==> src/dbp_pkg.sv <==
// Operation
// - strobe style: read strobe fall, capture at rise
// - strobe style: hold write data through rise
// - strobe style: one active-low select per channel
// - force input kept low in direction style
package dbp_pkg;
    // ----------------------------------------------------------------
    // bus timing
    // ----------------------------------------------------------------
    localparam int unsigned CLK_PERIOD_NS  = 8;
    localparam int unsigned SETUP_NS       = 16;
    localparam int unsigned STROBE_NS      = 48;
    localparam int unsigned RECOVER_NS     = 32;
    localparam int unsigned SETUP_CYC      = (SETUP_NS + CLK_PERIOD_NS - 1) / CLK_PERIOD_NS;
    localparam int unsigned STROBE_CYC     = (STROBE_NS + CLK_PERIOD_NS - 1) / CLK_PERIOD_NS;
    localparam int unsigned RECOVER_CYC    = (RECOVER_NS + CLK_PERIOD_NS - 1) / CLK_PERIOD_NS;
    localparam int unsigned CNT_W          = 4;
    // ----------------------------------------------------------------
    // field layout
    // ----------------------------------------------------------------
    localparam int unsigned REG_ADDR_W     = 3;
    localparam int unsigned CHAN_W         = 2;
    localparam int unsigned DATA_W         = 8;
    localparam int unsigned NUM_CHAN       = 4;
    localparam logic [3:0]  SEL_IDLE       = 4'hF;

    typedef enum logic [1:0] {
        DBP_IDLE    = 2'b00,
        DBP_SETUP   = 2'b01,
        DBP_STROBE  = 2'b10,
        DBP_RECOVER = 2'b11
    } dbp_state_t;
endpackage : dbp_pkg

==> src/dbp_host_port.sv <==
`timescale 1ns/100ps
module dbp_host_port (
    input  wire logic                          i_mclk,         // 125 MHz clock
    input  wire logic                          i_srst,         // sync reset, high
    input  wire logic                          i_bus_style,    // 1 strobe style, 0 direction
    input  wire logic                          i_req_valid,    // access request
    output logic                               o_req_ready,    // request taken
    input  wire logic                          i_req_write,    // 1 write, 0 read
    input  wire logic [dbp_pkg::CHAN_W-1:0]    i_req_chan,     // channel 0..3
    input  wire logic [dbp_pkg::REG_ADDR_W-1:0] i_req_addr,    // register index
    input  wire logic [dbp_pkg::DATA_W-1:0]    i_req_wdata,    // write byte
    output logic                               o_rsp_valid,    // access done pulse
    output logic [dbp_pkg::DATA_W-1:0]         o_rsp_rdata,    // read byte
    input  wire logic                          i_irq_force,    // drive force level
    output logic                               o_irq_force,    // force pin level
    output logic [dbp_pkg::REG_ADDR_W-1:0]     o_reg_addr,     // address lines
    output logic                               o_read_strobe_n, // read strobe pin
    output logic                               o_write_strobe_n, // write / direction pin
    output logic                               o_channel_a_select_n, // select A / device
    output logic                               o_channel_b_select_n, // select B / addr low
    output logic                               o_channel_c_select_n, // select C / addr high
    output logic                               o_channel_d_select_n, // select D
    input  wire logic [dbp_pkg::DATA_W-1:0]    i_data,         // data bus in
    output logic [dbp_pkg::DATA_W-1:0]         o_data,         // data bus out
    output logic                               o_data_oe_n,    // low while driving
    input  wire logic [dbp_pkg::NUM_CHAN-1:0]  i_irq_pins,     // irq pin levels
    output logic [dbp_pkg::NUM_CHAN-1:0]       o_irq_pending   // per-channel pending
);
    import dbp_pkg::*;

    // ----------------------------------------------------------------
    // elaboration checks
    // ----------------------------------------------------------------
    // every phase needs at least one cycle, and the down-counter must
    // be wide enough to be loaded with the longest phase count minus one
    localparam int unsigned CNT_MAX = (1 << CNT_W) - 1;

    generate
        if ((SETUP_CYC < 1) || (STROBE_CYC < 1) || (RECOVER_CYC < 1)) begin : g_bad_phase
            $error("bus phase counts must be at least one cycle");
        end
        if ((SETUP_CYC - 1 > CNT_MAX) || (STROBE_CYC - 1 > CNT_MAX)
                || (RECOVER_CYC - 1 > CNT_MAX)) begin : g_bad_cnt
            $error("phase counter too narrow for the phase counts");
        end
        // the pin mapping below is written for four channels on two address bits
        if ((NUM_CHAN != 4) || (CHAN_W != 2)) begin : g_bad_chan
            $error("pin mapping serves exactly four channels");
        end
        // read data passes the synchroniser, so the strobe must outlast it
        // or a stale byte would be taken at the last strobe cycle
        if (STROBE_CYC < 3) begin : g_bad_strobe
            $error("read strobe shorter than the data synchroniser");
        end
    endgenerate

    // ----------------------------------------------------------------
    // synchronisers for pins from the device
    // ----------------------------------------------------------------
    logic [DATA_W-1:0]   data_s1_q, data_s2_q;
    logic [NUM_CHAN-1:0] irq_s1_q, irq_s2_q;

    always_ff @(posedge i_mclk) begin
        data_s1_q <= i_data;
        data_s2_q <= data_s1_q;
        irq_s1_q  <= i_irq_pins;
        irq_s2_q  <= irq_s1_q;
    end

    // ----------------------------------------------------------------
    // access sequencer
    // ----------------------------------------------------------------
    dbp_state_t              state_q, state_d;
    logic [CNT_W-1:0]        cnt_q, cnt_d;
    logic                    style_q, style_d;
    logic                    wr_q, wr_d;
    logic [CHAN_W-1:0]       chan_q, chan_d;
    logic [REG_ADDR_W-1:0]   addr_q, addr_d;
    logic [DATA_W-1:0]       wdata_q, wdata_d;
    logic [DATA_W-1:0]       rdata_q, rdata_d;
    logic                    rsp_q, rsp_d;
    logic                    force_q, force_d;

    assign o_req_ready = (state_q == DBP_IDLE);

    always_comb begin
        state_d = state_q;
        cnt_d   = cnt_q;
        style_d = style_q;
        wr_d    = wr_q;
        chan_d  = chan_q;
        addr_d  = addr_q;
        wdata_d = wdata_q;
        rdata_d = rdata_q;
        rsp_d   = 1'b0;
        // force may only be raised in strobe style
        force_d = i_irq_force & i_bus_style;
        case (state_q)
            DBP_IDLE: begin
                if (i_req_valid) begin
                    style_d = i_bus_style;
                    wr_d    = i_req_write;
                    chan_d  = i_req_chan;
                    addr_d  = i_req_addr;
                    wdata_d = i_req_wdata;
                    cnt_d   = CNT_W'(SETUP_CYC - 1);
                    state_d = DBP_SETUP;
                end
            end
            DBP_SETUP: begin
                if (cnt_q == '0) begin
                    cnt_d   = CNT_W'(STROBE_CYC - 1);
                    state_d = DBP_STROBE;
                end else begin
                    cnt_d = cnt_q - 1'b1;
                end
            end
            DBP_STROBE: begin
                if (cnt_q == '0) begin
                    // sample just before the strobe rises
                    if (!wr_q) begin
                        rdata_d = data_s2_q;
                    end
                    cnt_d   = CNT_W'(RECOVER_CYC - 1);
                    state_d = DBP_RECOVER;
                end else begin
                    cnt_d = cnt_q - 1'b1;
                end
            end
            DBP_RECOVER: begin
                if (cnt_q == '0) begin
                    rsp_d   = 1'b1;
                    state_d = DBP_IDLE;
                end else begin
                    cnt_d = cnt_q - 1'b1;
                end
            end
            default: state_d = DBP_IDLE;
        endcase
    end

    always_ff @(posedge i_mclk) begin
        if (i_srst) begin
            state_q <= DBP_IDLE;
            cnt_q   <= '0;
            style_q <= 1'b1;
            wr_q    <= 1'b0;
            chan_q  <= '0;
            addr_q  <= '0;
            wdata_q <= '0;
            rdata_q <= '0;
            rsp_q   <= 1'b0;
            force_q <= 1'b0;
        end else begin
            state_q <= state_d;
            cnt_q   <= cnt_d;
            style_q <= style_d;
            wr_q    <= wr_d;
            chan_q  <= chan_d;
            addr_q  <= addr_d;
            wdata_q <= wdata_d;
            rdata_q <= rdata_d;
            rsp_q   <= rsp_d;
            force_q <= force_d;
        end
    end

    // ----------------------------------------------------------------
    // pin drive
    // ----------------------------------------------------------------
    logic busy;
    logic strobe;
    logic [NUM_CHAN-1:0] chan_sel_n;

    assign busy   = (state_q != DBP_IDLE);
    assign strobe = (state_q == DBP_STROBE);

    generate
        for (genvar g = 0; g < NUM_CHAN; g++) begin : g_sel
            assign chan_sel_n[g] = ~(busy && (chan_q == CHAN_W'(g)));
        end
    endgenerate

    always_comb begin
        o_reg_addr  = addr_q;
        o_data      = wdata_q;
        // data held from setup through recovery so it spans the rising edge
        o_data_oe_n = ~(busy && wr_q);
        if (style_q) begin
            o_read_strobe_n      = ~(strobe && !wr_q);
            o_write_strobe_n     = ~(strobe && wr_q);
            o_channel_a_select_n = chan_sel_n[0];
            o_channel_b_select_n = chan_sel_n[1];
            o_channel_c_select_n = chan_sel_n[2];
            o_channel_d_select_n = chan_sel_n[3];
        end else begin
            // unused read strobe parked high; direction held for whole select
            o_read_strobe_n      = 1'b1;
            o_write_strobe_n     = ~wr_q;
            o_channel_a_select_n = ~strobe;
            o_channel_b_select_n = chan_q[0];
            o_channel_c_select_n = chan_q[1];
            o_channel_d_select_n = 1'b1;
        end
    end

    assign o_rsp_valid = rsp_q;
    assign o_rsp_rdata = rdata_q;
    assign o_irq_force = force_q;

    // ----------------------------------------------------------------
    // interrupt pin interpretation
    // ----------------------------------------------------------------
    // floated pins are assumed pulled low on the board, so in strobe style high means pending
    always_comb begin
        if (i_bus_style) begin
            o_irq_pending = irq_s2_q;
        end else begin
            // shared active-low line; B..D read as constant zero
            o_irq_pending = {{(NUM_CHAN-1){1'b0}}, ~irq_s2_q[0]};
        end
    end
endmodule : dbp_host_port

==> config.mk <==
export PLATFORM = sky130hd
export DESIGN_NAME = dbp_host_port
export DESIGN_NICKNAME = d
export VERILOG_FILES = /design/src/dbp_pkg.sv /design/src/dbp_host_port.sv
export SDC_FILE = /design/constraint.sdc
export NUM_CORES = 1
export LEC_CHECK = 0
export BUFFER_PORTS_ARGS = -buffer_cell sky130_fd_sc_hd__buf_4
export CORE_MARGIN = 2
export CORE_UTILIZATION = 40
export CTS_BUF_LIST = sky130_fd_sc_hd__clkbuf_2 sky130_fd_sc_hd__clkbuf_4 sky130_fd_sc_hd__clkbuf_8
export CTS_CLUSTER_DIAMETER = 50
export DETAILED_ROUTE_END_ITERATION = 8
export PLACE_DENSITY_LB_ADDON = 0.12
export SETUP_SLACK_MARGIN = 0.4
export SLEW_MARGIN = 20
export SYNTH_ARGS = -nofsm -noshare
export SYNTH_HDL_FRONTEND = slang
export SYNTH_SLANG_ARGS = --single-unit
export TNS_END_PERCENT = 10
==> constraint.sdc <==
create_clock -name i_mclk -period 2.5 [get_ports i_mclk]
set_input_delay 0.375 -clock i_mclk [delete_from_list [all_inputs] [get_ports i_mclk]]
set_output_delay 0.375 -clock i_mclk [all_outputs]
set_load 0.005 [all_outputs]
# Word-level counts from Yosys, hierarchy flattened
# Index checks and enable logic that the tools add are counted.
# totals
in_bits	31
word_cells	73
ff_bits	55
out_inout_bits	33
# op_classes
addsub	1
mux	18
n_eq_ne	11
reduce_logical	17
bitwise	12
# ops
operator	n
4-bit 2-to-1 mux	5
4-bit case mux with 4 select lines	1
1-bit inverter	11
2-bit == test, second input constant	4
2-bit 2-to-1 mux	4
2-bit != test, second input constant	4
2-bit case mux with 4 select lines	1
1-bit logical AND	7
1-bit 2-to-1 mux	7
2-bit by 1-bit == test with 1-bit output, second input constant	2
2-bit zero test	2
4-bit zero test	1
2-bit AND reduction	2
4-bit AND reduction	1
4-bit by 1-bit subtractor with 4-bit output, second input constant	1
3-bit AND reduction	1
2-bit by 1-bit != test with 1-bit output, second input constant	1
2-bit nonzero test	1
2-bit OR reduction	1
1-bit bitwise AND	1
1-bit zero test	1

# Depth between registers and ports, before layout
# Gate-level depths: netlist of run 1.
# logic_depth
ltp_word	4
mapped_depth	7
ltp_nobuf	6

# Worst setup path after synthesis of run 1
# No wires, ideal clock.
# synth_timing
kind	reg-to-reg
from	register state_q[0]
to	register state_q[1]
synth_period_minus_slack_ns	1.624
t_arrival_ns	1.497
setup_ns	0.128
path_slack_ns	0.876
t_required_ns	2.372
path_stages_with_launch	7
path_buffers	0
path_cell_list	dfxtp_1 -> inv_1 -> ha_1 -> or3_1 -> a21oi_1 -> mux2i_1 -> nor2_1
# synth_via
elab_chain_cells	3
word_cells_on_any_way	10
classes_between	7 x eq/ne; 1 x mux; 2 x reduce/logical
# synth_lines
item	line_no	text
start, declared	dbp_host_port.sv:73	dbp_state_t state_q, state_d;
start signal, assigned	dbp_host_port.sv:155	state_q <= state_d;
2-bit by 1-bit == test with 1-bit output, or another cell as far along	dbp_host_port.sv:98	case (state_q)
2-bit != test (no line) or 2-bit by 1-bit != test with 1-bit output (tied branches)	n/a	
4-bit AND reduction (no line)	n/a	
# Several ways; a longest one is shown, not always the timed one.
# A chain may end at the register's enable or synchronous reset.

# Worst setup path after layout of run 1
# layout_timing
from	register state_q[0]
to	output o_read_strobe_n
# layout_via
elab_chain_cells	4
# layout_lines
item	line_no	text
2-bit == test	dbp_host_port.sv:176	assign strobe = (state_q == DBP_STROBE);
1-bit logical AND	dbp_host_port.sv:190	o_read_strobe_n = ~(strobe && !wr_q);
1-bit inverter	dbp_host_port.sv:190	
1-bit 2-to-1 mux	dbp_host_port.sv:189	if (style_q) begin
end, declared	dbp_host_port.sv:17	output logic o_read_strobe_n,
# No other way between the ends.

==> results of run 1 <==
[logic make-up (layout without fill, tap and decap cells)]
kind of cell	Yosys count	after routing	synth area share (%)
mux	1	1	0.534
flops	55	55	58.7
simple gates	81	81	20.6
fa+ha+maj	5	5	3.34
xor+xnor	1	1	0.467
compound gates	40	40	13.0
buf+inv	16	80	3.34
[final timing paths]
kind,to,slack (ns),depth (start not counted),startpoint
worst max-delay path,o_read_strobe_n,0.55,6,state_q[0]
worst min-delay path,data_s1_q[2],0.17,1,i_data[2]
worst max register to register,state_q[1],0.73,6,state_q[0]
worst min register to register,irq_s2_q[3],0.33,0,irq_s1_q[3]
[final cells by class]
cell class	instances	area share, %
clock buffers	5	2.77
clock inverters	3	0.906
inverters	7	1.06
multi-input cells	128	28.7
flip-flops and latches	55	44.3
well taps	52	2.62
repair buffers	65	19.6
[sequential cells by signal (all words and copies together), names as in the netlist]
| signal | flops |
|---|---|
| wr_q | 1 |
| o_rsp_rdata | 8 |
| data_s2_q | 8 |
| irq_s2_q | 4 |
| cnt_q | 4 |
| irq_s1_q | 4 |
| data_s1_q | 8 |
| chan_q | 2 |
| style_q | 1 |
| state_q | 2 |
| o_rsp_valid | 1 |
| o_data | 8 |
| o_irq_force | 1 |
| o_reg_addr | 3 |
[where the power goes]
part           internal, mW  switching, mW  leakage (nW)  total, mW
sequential            0.998         0.0799         0.456       1.08
clock                 0.201          0.281        0.0485      0.482
combinational         0.428          0.510         0.578      0.938
[per-layer routing]
metal	GRT usage (%)	vias to the layer above
li1	-	789
met1	18.2	698
met2	24.6	35
met3	4.03	4
met4	7.20	0
met5	0	-
[synthesized netlist by cell type (all sizes together)]
cell type / instances / area (um^2)
a2111oi: 1 / 27.5
a21oi: 27 / 135
or3: 1 / 6.26
and3b: 1 / 8.76
nand2: 43 / 161
a211oi: 3 / 22.5
a31oi: 1 / 6.26
dfxtp: 55 / 1100
nand2b: 1 / 6.26
a32oi: 1 / 8.76
inv: 7 / 26.3
o21ai: 4 / 20.0
or4: 1 / 11.3
nand3b: 2 / 15.0
mux2i: 1 / 10.0
and2b: 1 / 7.51
nor4: 1 / 6.26
nor3: 2 / 10.0
nor2b: 2 / 12.5
and2: 4 / 25.0
nand3: 9 / 45.0
o31ai: 1 / 7.51
xnor2: 1 / 8.76
a21o: 1 / 7.51
nor3b: 3 / 27.5
clkbuf: 7 / 26.3
nor2: 9 / 33.8
ha: 5 / 62.6
buf: 2 / 10.0
a2bb2oi: 1 / 8.76
or3b: 1 / 8.76
[through the flow]
stage / util [%] / worst slack, ns / cells
after floorplan: - / 0.876 / 199
after global placement: 53.8 / 0.750 / 307
after detailed placement: 53.8 / 0.739 / 307
after CTS: 55.9 / 0.405 / 315
after global routing: 55.9 / 0.399 / 315
final: 55.9 / 0.552 / 315
[repair_timing]
| action | CTS | global route |
|---|---|---|
| endpoints found under the setup margin | 0 | 3 |
| gates resized for setup | 0 | 1 |
| hold buffers | 0 | 0 |
==> impl_metrics.tcl, run 1 <==
set metrics [dict create \
    ys_types 33 \
    dr_wl_met2_mm 1.81 \
    synth_warnings 0 \
    crit_arrival_ns 1.57 \
    rsz0062_at_grt "true" \
    final_common_cell "buf_4" \
    wl_met1_mm 1.68 \
    status "finished, final reports clean" \
    cp_top_family "buffers and inverters" \
    n_antenna_cell 0 \
    worstSetupPathType "flip-flop to primary output" \
    place_area_um2 2390 \
    setup_tns_ns 0 \
    die_h_um 72.5 \
    fill_cells 443 \
    numCtsBuffers 5 \
    clk_latency_ns 0.30 \
    nets 298 \
    antenna_found_initial 0 \
    power-per-cell-area_nw_per_um2 1010 \
    slew_viol_final 0 \
    rows 24 \
    crit_slowest_cell "dfxtp_1" \
    postSynthCellCount 199 \
    grt_pass1_wl_mm 6.15 \
    avgSynthCellArea_um2 9.42 \
    gp_congestion 0.746 \
    coreArea_um2 4440 \
    finalHoldViolations 0 \
    min_path_type "primary input to flip-flop" \
    cts_tree "done" \
    startpoint_type "flip-flop" \
    dr.pass1.iters 4 \
    die-area_um2 5250 \
    final_area_um2 2480 \
    synth_fp_nets 235 \
    viasPerCell 4.84 \
    io_pins 64 \
    slew-limit-headroom_pct 64.9 \
    cts_root_buf "clkbuf_8" \
    grt_max_degree 32 \
    whs_ns 0.169 \
    grt_pass1_vias 1379 \
    drive_above_1_share_pct 29.3 \
    period_share_pct 77.9 \
    finalCriticalPeriod_ns 1.95 \
    crit_path_max_fanout 10 \
    wl_met3_um 176 \
    drt_iter0_markers 44 \
    p_total_mw 2.50 \
    grt_remaining_overflow 0 \
    setup_viol 0 \
    syn_area_um2 1870 \
    wl_mm 3.72 \
    ys_seq_elements 55 \
    start_util_pct 42.2 \
    drtAntennaViolNets 0 \
    clkTransAtPathRegs_ns 0.10 \
    clock.fmax_mhz 513 \
    worstMarginPinSlew_ns 0.523 \
    slowest_delay_ns 0.35 \
    vdd_drop_max_uv 492 \
    worst_clock_skew_ns 0.0141 \
    htreeDepth 2 \
    dpl.hpwl_mm 2.65 \
    required_ns 2.12 \
    cp-end-kind "primary output" \
    crit_path_cell_trace "inv_1 -> ha_1 -> nor2b_1 -> buf_4 -> nand2_1 -> buf_4" \
    yosysSeqAreaShare_pct 58.7 \
    cp_num_buf_inv 3 \
    path_common_cell "buf_4" \
    leakagePower_nw 1.08 \
    chipWidth_um 72.5 \
    most-common-layout-cells "buf_4 (65), dfxtp_1 (55), nand2_1 (43)" \
    dr_total_vias 1526 \
    cts_sinks 55 \
    io_buffers 63 \
    multi_input_area_um2 713 \
    grt_usage_pct 15.0 \
    route.detailed.drc 0 \
    maxCapViolations 0 \
    syn_to_final_growth_pct 32.6 \
    clock_path_buffers 2 \
    top_layer "met4" \
    routedWlPerCell_um 11.8 \
    cts_setup_buffers 0 \
    regArea_um2 1100 \
]
No activity file was read; power rests on OpenSTA's default activity.
==> run 2, diff against run 1 <==
==> constraint.sdc (replaced) <==
create_clock -name i_mclk -period 1.6 [get_ports i_mclk]
set_input_delay 0.24 -clock i_mclk [delete_from_list [all_inputs] [get_ports i_mclk]]
set_output_delay 0.24 -clock i_mclk [all_outputs]
set_load 0.005 [all_outputs]
==> impl_metrics.tcl, run 2 (synthesis gave the netlist of run 1 again) <==
set metrics [dict create \
    rsz0062_at_grt "true" \
    slew_viol_final 0 \
    violations "negative setup slack" \
    drive_above_1_share_pct 42.9 \
    cts_tree "done" \
    vdd_drop_max_uv 829 \
    worst_clock_skew_ns 0.00487 \
    cts_sinks 55 \
    die_h_um 72.5 \
    antenna_found_initial 0 \
    gp_congestion 0.813 \
    finalCriticalPeriod_ns 1.60 \
    cts_root_buf "clkbuf_8" \
    slowest_delay_ns 0.39 \
    die-area_um2 5250 \
    clock.fmax_mhz 624 \
    most-common-layout-cells "buf_4 (68), dfxtp_1 (50), nand2_1 (41)" \
    final_area_um2 2810 \
    maxCapViolations 0 \
    p_total_mw 4.91 \
    cp-end-kind "primary output" \
    chipWidth_um 72.5 \
    startpoint_type "flip-flop" \
    rows 24 \
    start_util_pct 42.2 \
    worstMarginPinSlew_ns 0.411 \
    stdcell_count 325 \
    finalWorstSetupSlack_ns -0.00236 \
    power-per-cell-area_nw_per_um2 1750 \
    grt_pass1_wl_mm 6.48 \
    crit_slowest_cell "dfxtp_4" \
    place_area_um2 2490 \
    post-route-util_pct 63.1 \
    routedWlPerCell_um 12.4 \
    clock_path_buffers 2 \
    crit_path_cell_trace "inv_4 -> ha_4 -> nor2_4 -> nand2_1 -> a2bb2oi_1 -> buf_4" \
    finalHoldViolations 0 \
    setup_tns_ns -0.00236 \
    period_share_pct 100 \
    leakagePower_nw 1.20 \
    place_ws_ns 0.0757 \
    r2r_cells 6 \
    grt_usage_pct 15.8 \
    hold_buffers 0 \
    dr_total_vias 1572 \
    crit_path_max_fanout 4 \
    grt_max_degree 32 \
    dpl.hpwl_mm 2.75 \
    final_common_cell "buf_4" \
    grt_remaining_overflow 0 \
    coreArea_um2 4440 \
    viasPerCell 4.84 \
    drt_iter0_markers 74 \
    min_path_type "primary input to flip-flop" \
    wl_mm 4.05 \
    clkTransAtPathRegs_ns 0.09 \
    whs_ns 0.0391 \
    io_buffers 63 \
    worstSetupPathType "flip-flop to primary output" \
    slew-limit-headroom_pct 72.3 \
    route.detailed.drc 0 \
    clk_latency_ns 0.30 \
    grt_pass1_vias 1459 \
    nets 308 \
    drtAntennaViolNets 0 \
    numCtsBuffers 5 \
    syn_to_final_growth_pct 49.7 \
    io_pins 64 \
    worstHoldPathCells 1 \
    crit_arrival_ns 1.36 \
    status "complete, but fails checks" \
    dp.cells 311 \
    htreeDepth 2 \
    setup_viol 1 \
    required_ns 1.36 \
    dr.pass1.iters 4 \
    n_antenna_cell 0 \
]
[run 2: metal layers]
layer | GRT usage (%) | share of wire (%) | vias to the layer above
met5 | 0 | 0 | -
met4 | 4.12 | 1.1 | 0
met3 | 4.72 | 4.6 | 6
met2 | 28.1 | 49 | 40
met1 | 18.4 | 45 | 721
li1 | - | - | 805
[run 2: final cells by class]
cell class | count | area, um^2
fill | 417 | 1640
sequential | 55 | 1110
multi-input combinational | 128 | 862
timing repair buffer | 75 | 598
clock buffer | 6 | 76.3
tap | 52 | 65.1
clock inverter | 2 | 60.1
inverter | 7 | 31.3
[run 2: path summary, 6_finish.rpt]
path / start / endpoint / slack (ns)
setup / recovery: state_q[0] / o_channel_b_select_n / -0.002
hold / removal: i_data[4] / data_s1_q[4] / 0.04
setup reg to reg: state_q[1] / state_q[1] / 0.04
hold reg to reg: irq_s1_q[0] / irq_s2_q[0] / 0.33
[run 2: timing repair]
item                                    CTS  global route
pin swaps                                 1            16
endpoints found under the setup margin   38            39
gates resized for setup                   8            25
setup buffers                             3             3
[run 2: report_power, final]
group | internal [mW] | switching [mW]
clock | 0.642 | 0.406
combinational | 1.10 | 1.02
sequential | 1.58 | 0.161
total | 3.32 | 1.59
[run 2: critical path, delay by kind of cell (launching register included)]
kind / cells / cell delay [ns]
adder cells (fa/ha/maj): 1 / 0.17
AND/OR/NAND/NOR: 2 / 0.16
buffers and inverters: 2 / 0.19
AO/OA/AOI/OAI: 1 / 0.14
flip-flops: 1 / 0.39
==> run 3, diff against run 2 <==
--- a/config.mk
+++ b/config.mk
@@ -5,7 +5,7 @@
 export SDC_FILE = /design/constraint.sdc
 export NUM_CORES = 1
 export LEC_CHECK = 0
-export BUFFER_PORTS_ARGS = -buffer_cell sky130_fd_sc_hd__buf_4
+export BUFFER_PORTS_ARGS = -buffer_cell sky130_fd_sc_hd__buf_2
 export CORE_MARGIN = 2
 export CORE_UTILIZATION = 40
 export CTS_BUF_LIST = sky130_fd_sc_hd__clkbuf_2 sky130_fd_sc_hd__clkbuf_4 sky130_fd_sc_hd__clkbuf_8
==> impl_metrics.tcl, run 3 (synthesis gave the netlist of run 1 again) <==
set metrics [dict create \
    clock_path_buffers 2 \
    finalWorstSetupSlack_ns 0.0374 \
    worst_clock_skew_ns 0.00401 \
    final_common_cell "buf_2" \
    drt_iter0_markers 91 \
    dpl.hpwl_mm 2.72 \
    clock.fmax_mhz 640 \
    n_antenna_cell 0 \
    coreArea_um2 4440 \
    place_area_um2 2340 \
    viasPerCell 4.81 \
    dr_total_vias 1553 \
    grt_remaining_overflow 0 \
    drtAntennaViolNets 0 \
    crit_arrival_ns 1.73 \
    dr.pass1.iters 6 \
    slew-limit-headroom_pct 61.6 \
    chipWidth_um 72.5 \
    die_h_um 72.5 \
    grt_usage_pct 15.5 \
    clkTransAtPathRegs_ns 0.09 \
    grt_pass1_wl_mm 6.41 \
    grt_pass1_vias 1412 \
    antenna_found_initial 0 \
    r2r_setup_slack_ns 0.04 \
    crit_path_max_fanout 7 \
    worstMarginPinSlew_ns 0.577 \
    place_ws_ns 0.0582 \
    p_total_mw 4.32 \
    rows 24 \
    io_pins 64 \
    syn_to_final_growth_pct 33.8 \
    cts_sinks 55 \
    vdd_drop_max_uv 695 \
    setup_viol 0 \
    crit_slowest_cell "dfxtp_4" \
    slew_viol_final 0 \
    most-common-layout-cells "buf_2 (62), dfxtp_1 (50), nand2_1 (42)" \
    fill_cells 413 \
    rsz0062_at_grt "true" \
    whs_ns 0.0374 \
    setup_tns_ns 0 \
    finalHoldViolations 0 \
    final_area_um2 2510 \
    status "finished, final reports clean" \
    min_path_type "primary input to flip-flop" \
    worstSetupPathType "flip-flop to flip-flop" \
    nets 306 \
    cp-end-kind "flip-flop" \
    htreeDepth 2 \
    r2r_end "state_q[1]" \
    clk_latency_ns 0.29 \
    path_depth 6 \
    r2r_start "state_q[0]" \
    r2r_cells 6 \
    gp_congestion 0.849 \
    io_buffers 63 \
    grt_max_degree 32 \
    startpoint_type "flip-flop" \
    drive_above_1_share_pct 38.4 \
    hold_buffers 0 \
    crit_end "state_q[1]" \
    cts_root_buf "clkbuf_8" \
    period_share_pct 97.7 \
    cts_tree "done" \
    die-area_um2 5250 \
    leakagePower_nw 1.10 \
    route.detailed.drc 0 \
    wl_mm 3.91 \
    setup.worst_path.start "state_q[0]" \
    slowest_delay_ns 0.40 \
    start_util_pct 42.2 \
    finalCriticalPeriod_ns 1.56 \
    maxCapViolations 0 \
    routedWlPerCell_um 12.1 \
    cp_top_family "simple AND/OR/NAND/NOR gates" \
    required_ns 1.77 \
    crit_path_cell_trace "inv_4 -> ha_4 -> or3_4 -> a21oi_4 -> mux2i_1 -> nor2_1" \
    cp_num_buf_inv 1 \
    power-per-cell-area_nw_per_um2 1720 \
    numCtsBuffers 5 \
]
## run 3: through the flow
step	utilization, %	cells
floorplan	-	199
global placement	52.7	313
detailed placement	52.7	313
CTS	56.0	323
global route	56.4	323
finish	56.4	323
## run 3: layout make-up
| class | instances | area (um^2) | area share (%) |
|---|---|---|---|
| repair buffers | 73 | 397 | 15.8 |
| clock buffers | 6 | 82.6 | 3.29 |
| well taps | 52 | 65.1 | 2.59 |
| flip-flops and latches | 55 | 1110 | 44.3 |
| multi-input cells | 128 | 806 | 32.1 |
| clock inverters | 2 | 15.0 | 0.599 |
| inverters | 7 | 31.3 | 1.25 |
## run 3: worst min path at each step
| stage | start | endpoint | slack, ns | depth (start not counted) |
|---|---|---|---|---|
| floorplan | i_data[0] | data_s1_q[0] | 0.27 | 0 |
| global placement | irq_s1_q[1] | irq_s2_q[1] | 0.31 | 0 |
| detailed placement | data_s1_q[4] | data_s2_q[4] | 0.31 | 0 |
| CTS | i_data[2] | data_s1_q[2] | 0.02 | 1 |
| global route | i_data[1] | data_s1_q[1] | 0.01 | 1 |
| finish | i_data[5] | data_s1_q[5] | 0.04 | 1 |
## run 3: metal layers
metal,vias to the layer above,share of wire (%),global-route usage (%)
li1,804,-,-
met1,703,47,20.1
met2,40,47,25.3
met3,6,4.5,4.44
met4,0,1.2,4.94
met5,-,0,0
## run 3: timing repair
item	in CTS	in global routing
setup buffers	2	0
resized for setup	8	5
endpoints found under the setup margin	38	38
pin swaps	2	3
cloned	0	0
## run 3: where the power goes
part           switching (mW)  internal, mW  total [mW]
combinational           0.928         0.874        1.80
clock                   0.423         0.355       0.778
sequential              0.158          1.58        1.74
total                    1.51          2.81        4.32
